$ cat config.mk
export PLATFORM = sky130hd
export DESIGN_NAME = scp_serial_config_slave_port
export DESIGN_NICKNAME = d
export VERILOG_FILES = /design/src/scp_pkg.sv /design/src/scp_serial_config_slave_port.sv
export VERILOG_INCLUDE_DIRS = /design/src
export SDC_FILE = /design/constraint.sdc
export NUM_CORES = 1
export LEC_CHECK = 0
export BUFFER_PORTS_ARGS = -buffer_cell sky130_fd_sc_hd__buf_2
export CORE_ASPECT_RATIO = 0.6
export CORE_UTILIZATION = 41
export CTS_BUF_LIST = sky130_fd_sc_hd__clkbuf_4 sky130_fd_sc_hd__clkbuf_8 sky130_fd_sc_hd__clkbuf_16
export DETAILED_ROUTE_END_ITERATION = 10
export PLACE_DENSITY = 0.58
export SYNTH_ARGS = -nofsm -noshare
export SYNTH_HDL_FRONTEND = slang
export SYNTH_SLANG_ARGS = --single-unit
export TNS_END_PERCENT = 20
$ cat constraint.sdc
create_clock -name ref_clk -period 2.45 [get_ports ref_clk]
set_input_delay 0.735 -clock ref_clk [delete_from_list [all_inputs] [get_ports ref_clk]]
set_output_delay 0.735 -clock ref_clk [all_outputs]
set_load 0.01 [all_outputs]
$ cat src/scp_regs.svh
// constants of the serial configuration slave port
`ifndef SCP_REGS_SVH
`define SCP_REGS_SVH
`define SCP_STRAP_BASE     7'h0c
`define SCP_STRAP_LEVELS   8
`define SCP_REG_COUNT      8
`define SCP_OFS_DEVICE_ID  8'h00
`define SCP_ID_SEL_BIT     0
`define SCP_ID_ADDR_MSB    7
`define SCP_ID_ADDR_LSB    1
`define SCP_REG_RESET      8'h00
`define SCP_BITS_PER_BYTE  4'h8
`define SCP_CLK_PERIOD_NS  50
`define SCP_PROXY_HALF_NS  1250
`define SCP_PROXY_HALF_CYC (`SCP_PROXY_HALF_NS / `SCP_CLK_PERIOD_NS)
`define SCP_STRAP_SETTLE   2'h3
`endif

$ cat src/scp_pkg.sv
// types of the serial configuration slave port
package scp_pkg;
  typedef enum logic [2:0] {
    ST_IDLE,
    ST_ADDR,
    ST_ADDR_ACK,
    ST_WRITE,
    ST_WRITE_ACK,
    ST_READ,
    ST_READ_ACK
  } scp_state_t;

  typedef struct packed {
    logic       valid;
    logic [7:0] offset;
    logic [7:0] data;
  } scp_wr_t;
endpackage

$ cat src/scp_serial_config_slave_port.sv
// serial configuration slave port with strapped address and proxy clock
//
// Summary of operation
// - The slave address is picked from eight values by the level on the strap pin.
// - The eight 7-bit addresses run from 0x0C to 0x1A in steps of two.
// - A rising data line while the clock is high is a stop that ends the transaction.
// - Every transaction opens with a start or repeated start and closes with a stop.
// - A matching address is acknowledged by pulling data low, a mismatch leaves it released.
// - Each received write byte is acknowledged low after its eighth bit.
// - Both lines are only pulled low or released, never driven high.
// - The clock line is input only and the data line is two-way.
// - The proxy master waits while its clock line is held low by a remote slave.
// - An id-select bit picks the strap address or bits 7:1 of register 0x00.
// - With the second-port enable set the port also answers at its address plus one.
`timescale 1ns/10ps
`include "scp_regs.svh"

module scp_serial_config_slave_port
(
  input  wire logic           ref_clk,
  input  wire logic           resetn,
  input  wire logic           ce,
  input  wire logic           sclIn,
  input  wire logic           sdaIn,
  output      logic           sdaOut,
  output      logic           sdaOe,
  input  wire logic [2:0]     addrStrapPin,
  input  wire logic           second_port_addr_enable,
  output      logic           portSel,
  output      scp_pkg::scp_wr_t wrEvent,
  input  wire logic           proxyRun,
  input  wire logic           proxySclIn,
  output      logic           proxySclOut,
  output      logic           proxySclOe
);
  import scp_pkg::*;

  // ----------------------------------------
  // pin synchronisers
  // ----------------------------------------
  logic [1:0]  sclSync;
  logic [1:0]  sdaSync;
  logic [1:0]  pxSync;
  logic [2:0]  strapSync0;
  logic [2:0]  strapSync1;
  logic        sclPrev;
  logic        sdaPrev;

  always_ff @(posedge ref_clk)
  begin
    if (!resetn)
    begin
      sclSync    <= 2'h3;
      sdaSync    <= 2'h3;
      pxSync     <= 2'h3;
      strapSync0 <= 3'h0;
      strapSync1 <= 3'h0;
      sclPrev    <= 1'h1;
      sdaPrev    <= 1'h1;
    end
    else if (ce)
    begin
      sclSync    <= {sclSync[0], sclIn};
      sdaSync    <= {sdaSync[0], sdaIn};
      pxSync     <= {pxSync[0], proxySclIn};
      strapSync0 <= addrStrapPin;
      strapSync1 <= strapSync0;
      sclPrev    <= sclSync[1];
      sdaPrev    <= sdaSync[1];
    end
  end

  wire logic sclQ = sclSync[1];
  wire logic sdaQ = sdaSync[1];
  wire logic sclRise = sclQ & ~sclPrev;
  wire logic sclFall = ~sclQ & sclPrev;
  wire logic startSeen = sclQ & sclPrev & sdaPrev & ~sdaQ;
  wire logic stopSeen = sclQ & sclPrev & ~sdaPrev & sdaQ;

  // ----------------------------------------
  // strap capture
  // ----------------------------------------
  logic [1:0]  strapWait;
  logic        strapTaken;
  logic [6:0]  strapAddr;

  wire logic [6:0] strapDecoded = `SCP_STRAP_BASE + {3'h0, strapSync1, 1'b0};
  wire logic       strapLoad = ~strapTaken & (strapWait == `SCP_STRAP_SETTLE);

  always_ff @(posedge ref_clk)
  begin
    if (!resetn)
    begin
      strapWait  <= 2'h0;
      strapTaken <= 1'h0;
      strapAddr  <= `SCP_STRAP_BASE;
    end
    else if (ce && !strapTaken)
    begin
      strapWait <= strapWait + 2'h1;
      if (strapLoad)
      begin
        strapAddr  <= strapDecoded;
        strapTaken <= 1'h1;
      end
    end
  end

  // ----------------------------------------
  // transaction state
  // ----------------------------------------
  scp_state_t  state;
  logic [3:0]  bitCnt;
  logic [7:0]  shiftReg;
  logic [7:0]  ptr;
  logic        rw;
  logic        firstByte;
  logic        masterAck;
  logic [7:0]  regFile [`SCP_REG_COUNT];

  wire logic [6:0] ownAddr = regFile[0][`SCP_ID_SEL_BIT]
                           ? regFile[0][`SCP_ID_ADDR_MSB:`SCP_ID_ADDR_LSB] : strapAddr;
  // second port at address plus one
  wire logic       hitMain = strapTaken & (shiftReg[7:1] == ownAddr);
  wire logic       hitSecond = strapTaken & second_port_addr_enable
                             & (shiftReg[7:1] == ownAddr + 7'h1);
  wire logic       byteDone = (bitCnt == `SCP_BITS_PER_BYTE);
  wire logic       edgeOk = ce & ~startSeen & ~stopSeen & sclFall;
  wire logic       inRange = (ptr < 8'(`SCP_REG_COUNT));
  wire logic [7:0] rdByte = inRange ? regFile[ptr[2:0]] : 8'h00;
  // data bytes after the offset are stored while ptr is inside the file
  wire logic       wrHit = edgeOk & (state == ST_WRITE) & byteDone & ~firstByte;
  wire logic       loadRead = edgeOk & (((state == ST_ADDR_ACK) & rw)
                            | ((state == ST_READ_ACK) & masterAck));

  always_ff @(posedge ref_clk)
  begin
    if (!resetn)
    begin
      state     <= ST_IDLE;
      bitCnt    <= 4'h0;
      shiftReg  <= 8'h00;
      ptr       <= 8'h00;
      rw        <= 1'h0;
      firstByte <= 1'h0;
      masterAck <= 1'h0;
      sdaOe     <= 1'h0;
      portSel   <= 1'h0;
    end
    else if (ce)
    begin
      if (stopSeen)
      begin
        state <= ST_IDLE;
        sdaOe <= 1'h0;
      end
      else if (startSeen)
      begin
        state     <= ST_ADDR;
        bitCnt    <= 4'h0;
        firstByte <= 1'h1;
        sdaOe     <= 1'h0;
      end
      else if (sclRise)
      begin
        if (state == ST_ADDR || state == ST_WRITE)
        begin
          shiftReg <= {shiftReg[6:0], sdaQ};
          bitCnt   <= bitCnt + 4'h1;
        end
        // master ack low asks for more
        if (state == ST_READ_ACK)
          masterAck <= ~sdaQ;
      end
      else if (sclFall)
      begin
        case (state)
          ST_ADDR:
            if (byteDone)
            begin
              if (hitMain || hitSecond)
              begin
                sdaOe   <= 1'h1;
                rw      <= shiftReg[0];
                portSel <= hitSecond & ~hitMain;
                state   <= ST_ADDR_ACK;
              end
              else
                state <= ST_IDLE;
            end
          ST_ADDR_ACK, ST_READ_ACK:
            if (loadRead)
            begin
              // a one is sent by releasing
              sdaOe    <= ~rdByte[7];
              shiftReg <= rdByte;
              ptr      <= ptr + 8'h1;
              bitCnt   <= 4'h1;
              state    <= ST_READ;
            end
            else if (state == ST_ADDR_ACK)
            begin
              sdaOe  <= 1'h0;
              bitCnt <= 4'h0;
              state  <= ST_WRITE;
            end
            else
              state <= ST_IDLE;
          ST_WRITE:
            if (byteDone)
            begin
              sdaOe     <= 1'h1;
              firstByte <= 1'h0;
              ptr       <= firstByte ? shiftReg : ptr + 8'h1;
              state     <= ST_WRITE_ACK;
            end
          ST_WRITE_ACK:
          begin
            sdaOe  <= 1'h0;
            bitCnt <= 4'h0;
            state  <= ST_WRITE;
          end
          ST_READ:
            if (byteDone)
            begin
              sdaOe <= 1'h0;
              state <= ST_READ_ACK;
            end
            else
            begin
              sdaOe    <= ~shiftReg[6];
              shiftReg <= {shiftReg[6:0], 1'b0};
              bitCnt   <= bitCnt + 4'h1;
            end
          default:
            state <= ST_IDLE;
        endcase
      end
    end
  end

  // ----------------------------------------
  // register file
  // ----------------------------------------
  genvar gi;
  generate
    for (gi = 0; gi < `SCP_REG_COUNT; gi++)
    begin : g_reg
      wire logic hitEntry = wrHit & inRange & (ptr[2:0] == 3'(gi));
      always_ff @(posedge ref_clk)
      begin
        if (!resetn)
          regFile[gi] <= `SCP_REG_RESET;
        else if (ce && hitEntry)
          regFile[gi] <= shiftReg;
        // id register defaults to the strapped address
        else if (ce && strapLoad && gi == 0)
          regFile[gi] <= {strapDecoded, 1'b0};
      end
    end
  endgenerate

  always_ff @(posedge ref_clk)
  begin
    if (!resetn)
    begin
      wrEvent <= '0;
      sdaOut  <= 1'h0;
    end
    else if (ce)
    begin
      wrEvent.valid  <= wrHit;
      wrEvent.offset <= ptr;
      wrEvent.data   <= shiftReg;
      // data pin only ever pulls low
      sdaOut         <= 1'h0;
    end
  end

  // ----------------------------------------
  // proxy master clock
  // ----------------------------------------
  logic [5:0]  pxCnt;

  // stretch: count starts only once line reads high
  wire logic pxHeld = ~proxySclOe & ~pxSync[1];
  wire logic pxDone = (pxCnt == 6'(`SCP_PROXY_HALF_CYC - 1));

  always_ff @(posedge ref_clk)
  begin
    if (!resetn)
    begin
      pxCnt       <= 6'h0;
      proxySclOe  <= 1'h0;
      proxySclOut <= 1'h0;
    end
    else if (ce)
    begin
      proxySclOut <= 1'h0;
      if (!proxyRun)
      begin
        pxCnt      <= 6'h0;
        proxySclOe <= 1'h0;
      end
      else if (pxHeld)
        pxCnt <= 6'h0;
      else if (pxDone)
      begin
        pxCnt      <= 6'h0;
        proxySclOe <= ~proxySclOe;
      end
      else
        pxCnt <= pxCnt + 6'h1;
    end
  end
endmodule

# Yosys cells after proc, flatten, opt, wreduce, memory -nomap -nowiden
# Memories as Yosys holds them, arrays and structs flattened. A register that Yosys moved wholly into a read port is not among the register bits.
# Index checks and enable logic that the tools add are counted.
# word_totals
ramBits	64
wordCells	250
register_bits	76
inputBits	11
mem_count	1
# mem_list
memory	words	width	read_ports	rd_ports_with_merged_regs	wr	line_no	source
regFile	8	8	2	1	8	scp_serial_config_slave_port.sv:119	logic [7:0] regFile [`SCP_REG_COUNT];
# classes
addsub	6
bitwise	55
n_reduce_logical	35
n_mux	93
n_lt_le_gt_ge	1
eq_ne	35
# ops
cell	count
$mux 8	18
$mux 1	47
$pmux 8 s2	2
$reduce_and 8->1	4
$and 1x1->1	31
$mux 3	10
$mux 4	7
$eq 3x3->1 const B	7
$mux 6	3
$ne 4x4->1 const B	4
$pmux 3 s5	1
$eq 7x7->1	2
$not 1->1	14
$eq 3x2->1 const B	4
$pmux 4 s3	1
$reduce_and 6->1	2
$logic_and 1x1->1	10
$ne 5x5->1 const B	2
$or 1x1->1	10
$reduce_bool 2->1	5
$reduce_bool 3->1	3
$add 8x1->8 const B	1
$lt 8x4->1 const B	1
$add 7x1->7 const B	1
other kinds (26)	35

# Longest topological paths before layout
# Gate-level depths: netlist of run 1.
# depth
ltp_word	18
ltp_mapped	10
mapped_depth_nobuf	9

# Worst setup path after synthesis of run 1
# OpenSTA, ideal clock, no wires.
# synth_timing
path_type	reg-to-reg
from	memory regFile[0][0]
to	register rw
path_stages_with_launch	10
setup_time_ps	116
required_ps	2334
arrival_time_ps	2233
setup_slack_ps	101
n_path_buf	1
path_cell_list	edfxtp_1 buf_2 mux2_2 ha_1 xor2_1 a2111oi_2 nand4_1 o31ai_2 mux2i_1 nor2b_1
# synth_rtl
element	line_no	source
start: declaration	scp_serial_config_slave_port.sv:119	
end signal: assignment	scp_serial_config_slave_port.sv:184	rw <= shiftReg[0];
end: declaration	scp_serial_config_slave_port.sv:116	logic rw;

# Worst setup path after layout of run 1
# layout_timing
from	register sclSync[1]
to	register sdaOe
# layout_via
elab_chain_len	14
word_cells_on_any_way	28
# layout_rtl
element	line_no	source
start: declaration	scp_serial_config_slave_port.sv:41	logic [1:0] sclSync;
start signal: assignment	scp_serial_config_slave_port.sv:63	sclSync <= {sclSync[0], sclIn};
$and 1x1->1	scp_serial_config_slave_port.sv:77, scp_serial_config_slave_port.sv:78	
$and 1x1->1 (2 in series)	scp_serial_config_slave_port.sv:77	wire logic startSeen = sclQ & sclPrev & sdaPrev & ~sdaQ;
$not 1->1 (no source line)	n/a	
$and 1x1->1 (3 in series)	scp_serial_config_slave_port.sv:128	wire logic edgeOk = ce & ~startSeen & ~stopSeen & sclFall;
$and 1x1->1	scp_serial_config_slave_port.sv:133	wire logic loadRead = edgeOk & (((state == ST_ADDR_ACK) & rw)
$mux 1	scp_serial_config_slave_port.sv:192	if (loadRead)
$pmux 1 s5	scp_serial_config_slave_port.sv:177	case (state)
$mux 1	scp_serial_config_slave_port.sv:175	else if (sclFall)
$mux 1	scp_serial_config_slave_port.sv:164	else if (sclRise)
$mux 1	scp_serial_config_slave_port.sv:157	else if (startSeen)
$mux 1	scp_serial_config_slave_port.sv:152	if (stopSeen)
end signal: assignment	scp_serial_config_slave_port.sv:195	sdaOe <= ~rdByte[7];
end signal: assignment	scp_serial_config_slave_port.sv:231	sdaOe <= ~shiftReg[6];
end: declaration	scp_serial_config_slave_port.sv:26	output logic sdaOe,
# Several ways; a longest one is shown, not always the timed one. The select of a mux whose other input is x is not followed.
# A chain may end at the register's enable or synchronous reset.

==> reports/results.ini, run 1 <==
[synthesis]
synth_edf_count=64
ys_types=59
synth_cells=682
synth_seq_area_share_pct=48.5
synth-main-ff-cell=dfxtp_1
avgSynthCellArea_sq_um=10.4
async_flop_share_pct=0
synthesis.area_sq_um=7100
yosys_warnings=0
synth_seq_cells=140

[floorplanning]
start_util_pct=42.8
die_y_um=104
dieArea_sq_um=17900
die_w_um=172
rows=36
core_area_sq_um=16600
io_pins=33

[timing]
fmaxAchievable_mhz=428
rsz0062_at_grt=yes
slew_viol_final=0
setup_viol=0
worst_pin_slew_ns=0.695
tns_ns=0
relSlewSlack_pct=53.6
fin_hold_ws_ns=0.486
fin_crit_sh_pct=95.5
skew_ns=0.0119
final_hold_viol_count=0
min_period_ns=2.34

[routing]
drt-pass1-iter-count=5
routedWlPerCell_um=19.4
via_count=5368
drtIter0Drc=501
ant_nets=0
wl_um=18700
vias_per_cell=5.57
drc=0

[layout]
fillers=1528
syn_to_final_growth_pct=16.1
final_layout_size_suffix_gt1_share_pct=18.1
n_antenna_cell=0
final_common_cell=dfxtp_1
mostFrequentLayoutCells=dfxtp_1, edfxtp_1, nand2_1, and2_1, mux2i_1
nets=749

[global_routing]
grt_max_degree=47
grt_overflow=0
antenna_found_initial=0
grt_first_pass_wirelength_um=29500
grt_pass1_vias=5057
grt_use_total_pct=22.2

[worst_setup_path]
r2r_cells=9
r2r-end=sdaOe
required_ns=2.74
path_buf_inv=2
critPathMaxStageDelay_ns=0.50
slowest_stage=a2111oi_0
endpoint_kind=flop
criticalPathCategory=reg -> reg
r2r_slack_ns=0.11
path_delay_family=compound AO/OA/AOI/OAI gates
cp-start-kind=flop
path_cells=inv_1 > ha_1 > nand2_1 > nor3_2 > a21oi_1 > a2111oi_0 > buf_4 > o21ai_0 > mux2i_1
reg2reg_from=sclSync[1]
worstPathMaxFanout=5
crit_arrival_ns=2.63

[clocking]
clkTransAtPathRegs_ns=0.06
cts_tree=built
cts_buffers=17
cts_buffer_depth=2
cts_sinks=140
post_cts.repair.setup_buffers=0
clkLatencyLatePin_ns=0.42
cts_root_buf=clkbuf_16
htreeDepth=4

[pwr]
finalPower_w=0.00542
p_leak_nw=3.32
p_per_area_nw_per_um2=658
worst_ir_drop_vdd_v=0.000349

[placed_design]
portBuffers=30
hpwl_um=13300
place.gp.congestion=0.930

[hold_path]
hold_path_depth=2
holdPathEnd=sdaSync[1]
worstHoldStart=sdaSync[0]
min_path_type=reg -> reg

[job]
drv_cap=0

[run_status]
status=finished clean

[layer usage]
metal  global-route usage, %  vias up  part of all wire (%)
met5                       0        -                     0
met4                    6.70        0                   1.2
met3                    4.03       22                   8.3
met2                    26.5      224                    37
met1                    38.0     2607                    53
li1                        -     2515                     -
[power by group]
part	leakage, nW	internal, W	switching (W)
Combinational	1.80	0.000125	0.000174
Clock	0.290	0.00149	0.00108
Sequential	1.23	0.00251	0.0000439
Total	3.32	0.00413	0.00129
[metrics by stage]
stage	instances	util, %	cell area, sq um	setup slack (ns)
2_1_floorplan	683	-	7100	0.101
3_3_place_gp	931	46.2	7650	0.181
3_5_place_dp	931	46.2	7650	0.0519
4_1_cts	963	49.7	8240	0.0565
5_1_grt	963	49.7	8240	-0.00684
6_report	963	49.7	8240	0.111
[flip-flops by register name, summed over array words and instances, names as in the netlist, 2 cells and up, named ones only]
| name | count |
|---|---|
| pxCnt | 6 |
| strapSync0 | 3 |
| strapWait | 2 |
| sdaSync | 2 |
| bitCnt | 4 |
| strapAddr | 4 |
| state | 3 |
| sclSync | 2 |
| regFile | 64 |
| pxSync | 2 |
| shiftReg | 8 |
| wrEvent | 17 |
| strapSync1 | 3 |
| ptr | 8 |
[repair_timing]
| action | in CTS | in global routing |
|---|---|---|
| hold buffers | 0 | 0 |
| setup endpoints to repair | 0 | 26 |
| resized for setup | 0 | 2 |
[cell type report]
type / instances / area, sq um / share of cell area [%]
timing repair buffer: 68 / 473 / 5.74
tap: 228 / 285 / 3.46
clock inverter: 13 / 128 / 1.55
multi-input combinational: 472 / 3370 / 40.9
sequential: 140 / 3440 / 41.8
inverter: 23 / 86.3 / 1.05
clock buffer: 19 / 458 / 5.56
[cell usage after synthesis, types with 11 or more instances]
master,instances,share of area [%]
mux2i_1,37,5.2
o21ai_0,24,1.7
nand3_1,27,1.9
nor3_1,13,0.92
a21oi_1,19,1.3
clkbuf_1,34,1.8
and3_1,36,3.2
nand2_1,61,3.2
ha_1,16,2.8
and2_1,49,4.3
xnor2_1,11,1.4
nor2_1,29,1.5
mux4_2,16,5.1
nor2b_1,31,2.7
inv_1,23,1.2
edfxtp_1,64,27
dfxtp_1,76,21
[worst max-delay path by stage]
stage,startpoint,endpoint,slack [ns],cells past startpoint
CTS,bitCnt[0],regFile[4][0],0.06,8
global route,regFile[0][0],rw,-0.007,8
detailed placement,ce,regFile[4][0],0.05,7
floorplan,regFile[0][0],rw,0.10,9
finish,sclSync[1],sdaOe,0.11,9
global placement,ce,regFile[5][0],0.18,7
[logic make-up after synthesis]
family          after synthesis  share of synthesized area (%)
other cells                   1                         0.0528
simple gates                273                           20.8
fa+ha+maj                    16                           2.82
mux                          62                           11.7
compound gates              101                           9.78
flops                       140                           48.5
xor+xnor                     18                           2.22
buf+inv                      71                           4.16
[worst register-to-register path: cells and delay by family (launching register included)]
kind	cells	cell delay, ns
DFF	1	0.34
and+or+nand+nor	2	0.44
buffers and inverters	2	0.29
muxes	1	0.14
adders and majority gates	1	0.21
AOI/OAI and AO/OA	3	0.80
(Power assumes the default switching activity.)
==> run 2, diff against run 1 <==
==> constraint.sdc (replaced) <==
create_clock -name ref_clk -period 2 [get_ports ref_clk]
set_input_delay 0.6 -clock ref_clk [delete_from_list [all_inputs] [get_ports ref_clk]]
set_output_delay 0.6 -clock ref_clk [all_outputs]
set_load 0.05 [all_outputs]
==> run 2 against run 1 <==
Net effect:
- the flow now finishes with violations (setup timing)
- sequential power is 22% higher
- core utilization is 5.3 points higher
- maximum frequency up 6.2%
- power grew 24%
- sequential share of layout area fell by 3.9 points
- die area stayed put
- critical endpoint is now state[1]
==> reports/results.ini, run 2 (synthesis gave the netlist of run 1 again) <==
[run_status]
status=finished with violations
violations=setup timing

[timing]
relSlewSlack_pct=55.6  ; +2.0 points
setup_viol=76  ; +76
min_period_ns=2.20  ; -0.137 ns
fin_hold_ws_ns=0.405  ; -0.0805 ns
fmaxAchievable_mhz=454  ; +6.2%
worst_slack_ns=-0.202  ; -0.313 ns
tns_ns=-3.52  ; -3.52 ns
rsz0062_at_grt=yes
fin_crit_sh_pct=110  ; +15 points
final_hold_viol_count=0  ; unchanged
slew_viol_final=0  ; unchanged
skew_ns=0.0149  ; +0.00302 ns
worst_pin_slew_ns=0.666  ; -0.0287 ns

[clocking]
cts_tree=built
clkTransAtPathRegs_ns=0.07  ; about the same
cts_buffers=17  ; unchanged
htreeDepth=4  ; unchanged
cts_sinks=140  ; unchanged
cts_buffer_depth=2  ; unchanged
clkLatencyLatePin_ns=0.42  ; about the same
cts_root_buf=clkbuf_16

[placed_design]
hpwl_um=13600  ; +3.0%
portBuffers=30  ; unchanged
place.gp.congestion=0.968  ; +4.0%

[global_routing]
grt_first_pass_wirelength_um=29900  ; +1.3%
grt_overflow=0  ; unchanged
grt_pass1_vias=5156  ; +2.0%
antenna_found_initial=1  ; +1
grt_max_degree=47  ; unchanged
grt_use_total_pct=22.6  ; +0.48 points

[worst_setup_path]
endpoint_kind=flop
worstPathMaxFanout=4  ; -1
cp-start-kind=flop
criticalPathCategory=reg -> reg
crit_arrival_ns=2.55  ; -0.08 ns
required_ns=2.35  ; -0.39 ns

[routing]
ant_nets=0  ; unchanged
routedWlPerCell_um=19.6  ; +1.0%
drc=0  ; unchanged
drt-pass1-iter-count=5  ; unchanged
wl_um=19800  ; +5.9%
vias_per_cell=5.50  ; -1.3%
via_count=5559  ; +3.6%
drtIter0Drc=551  ; +10%

[layout]
final_layout_size_suffix_gt1_share_pct=32.5  ; +14 points
largest_reg_flops=64  ; unchanged
syn_to_final_growth_pct=28.4
largestRegisters=regFile: 64 flops, wrEvent: 17 flops
final_common_cell=dfxtp_1
nets=796  ; +6.3%
mostFrequentLayoutCells=dfxtp_1, buf_4, edfxtp_1, and2_1, nand2_1
n_antenna_cell=0  ; unchanged
regMostFlops=regFile

[floorplanning]
io_pins=33  ; unchanged
dieArea_sq_um=17900  ; unchanged
die_w_um=172  ; unchanged
die_y_um=104  ; unchanged
rows=36  ; unchanged
start_util_pct=42.8  ; unchanged
core_area_sq_um=16600  ; unchanged

[pwr]
p_leak_nw=3.65  ; +10%
worst_ir_drop_vdd_v=0.000630  ; +80%
p_per_area_nw_per_um2=739  ; +12%

[hold_path]
min_path_type=in -> reg

[job]
drv_cap=0  ; unchanged

==> run 2: path summary, 6_finish.rpt <==
path / startpoint / to / slack, ns / depth (start not counted)
worst max-delay path: regFile[0][0] / state[1] / -0.20 / 9
worst min-delay path: proxySclIn / pxSync[0] / 0.41 / 3
worst max register to register: regFile[0][0] / state[1] / -0.20 / 9
worst min register to register: sclSync[0] / sclSync[1] / 0.48 / 2
==> run 2: stage by stage <==
stage               total power [W]  cell area [sq um]  cells  util, %  setup WS (ns)
floorplan                   0.00343               7170    683        -         -0.184
global placement            0.00359               8110    971     48.9         -0.201
detailed placement          0.00360               8110    971     48.9         -0.275
CTS                         0.00670               8810   1004     53.1         -0.209
global route                0.00692               9120   1010     55.0         -0.376
finish                      0.00674               9120   1010     55.0         -0.202
==> run 2: where the power goes <==
group	internal, W	leakage, nW	switching (W)
registers	0.00308	1.23	0.0000568
clock network	0.00179	0.286	0.00134
logic	0.000215	2.13	0.000262
total	0.00508	3.65	0.00166
==> run 2: critical path, stage by stage (launching register included) <==
cell and delay [ns]:
edfxtp_1 0.44, mux2_4 0.35, ha_4 0.22, xor2_2 0.14
a2111oi_2 0.21, nand4_1 0.22, o21ai_2 0.23, buf_4 0.15
nand3_2 0.06, a21boi_1 0.12
==> run 2: final cells by class <==
cell class	count	area, sq um
Clock buffer	19	447
Sequential cell	140	3460
Multi-Input combinational cell	472	3750
Clock inverter	13	131
Tap cell	228	285
Inverter	23	91.3
Fill cell	1439	7460
Timing Repair Buffer	115	950
==> run 2: layer usage <==
layer / vias up / track usage (%) / wire length (um)
li1: 2609 / - / -
met1: 2712 / 37.6 / 10200
met2: 220 / 28.5 / 7750
met3: 18 / 5.21 / 1630
met4: 0 / 5.18 / 181
met5: - / 0 / 0
==> run 2: timing repair <==
action,CTS,global route
resized for setup,39,72
pin swaps,9,17
buffers inserted,2,5
cloned,0,1
endpoints found under the setup margin,128,139
hold buffers,0,0
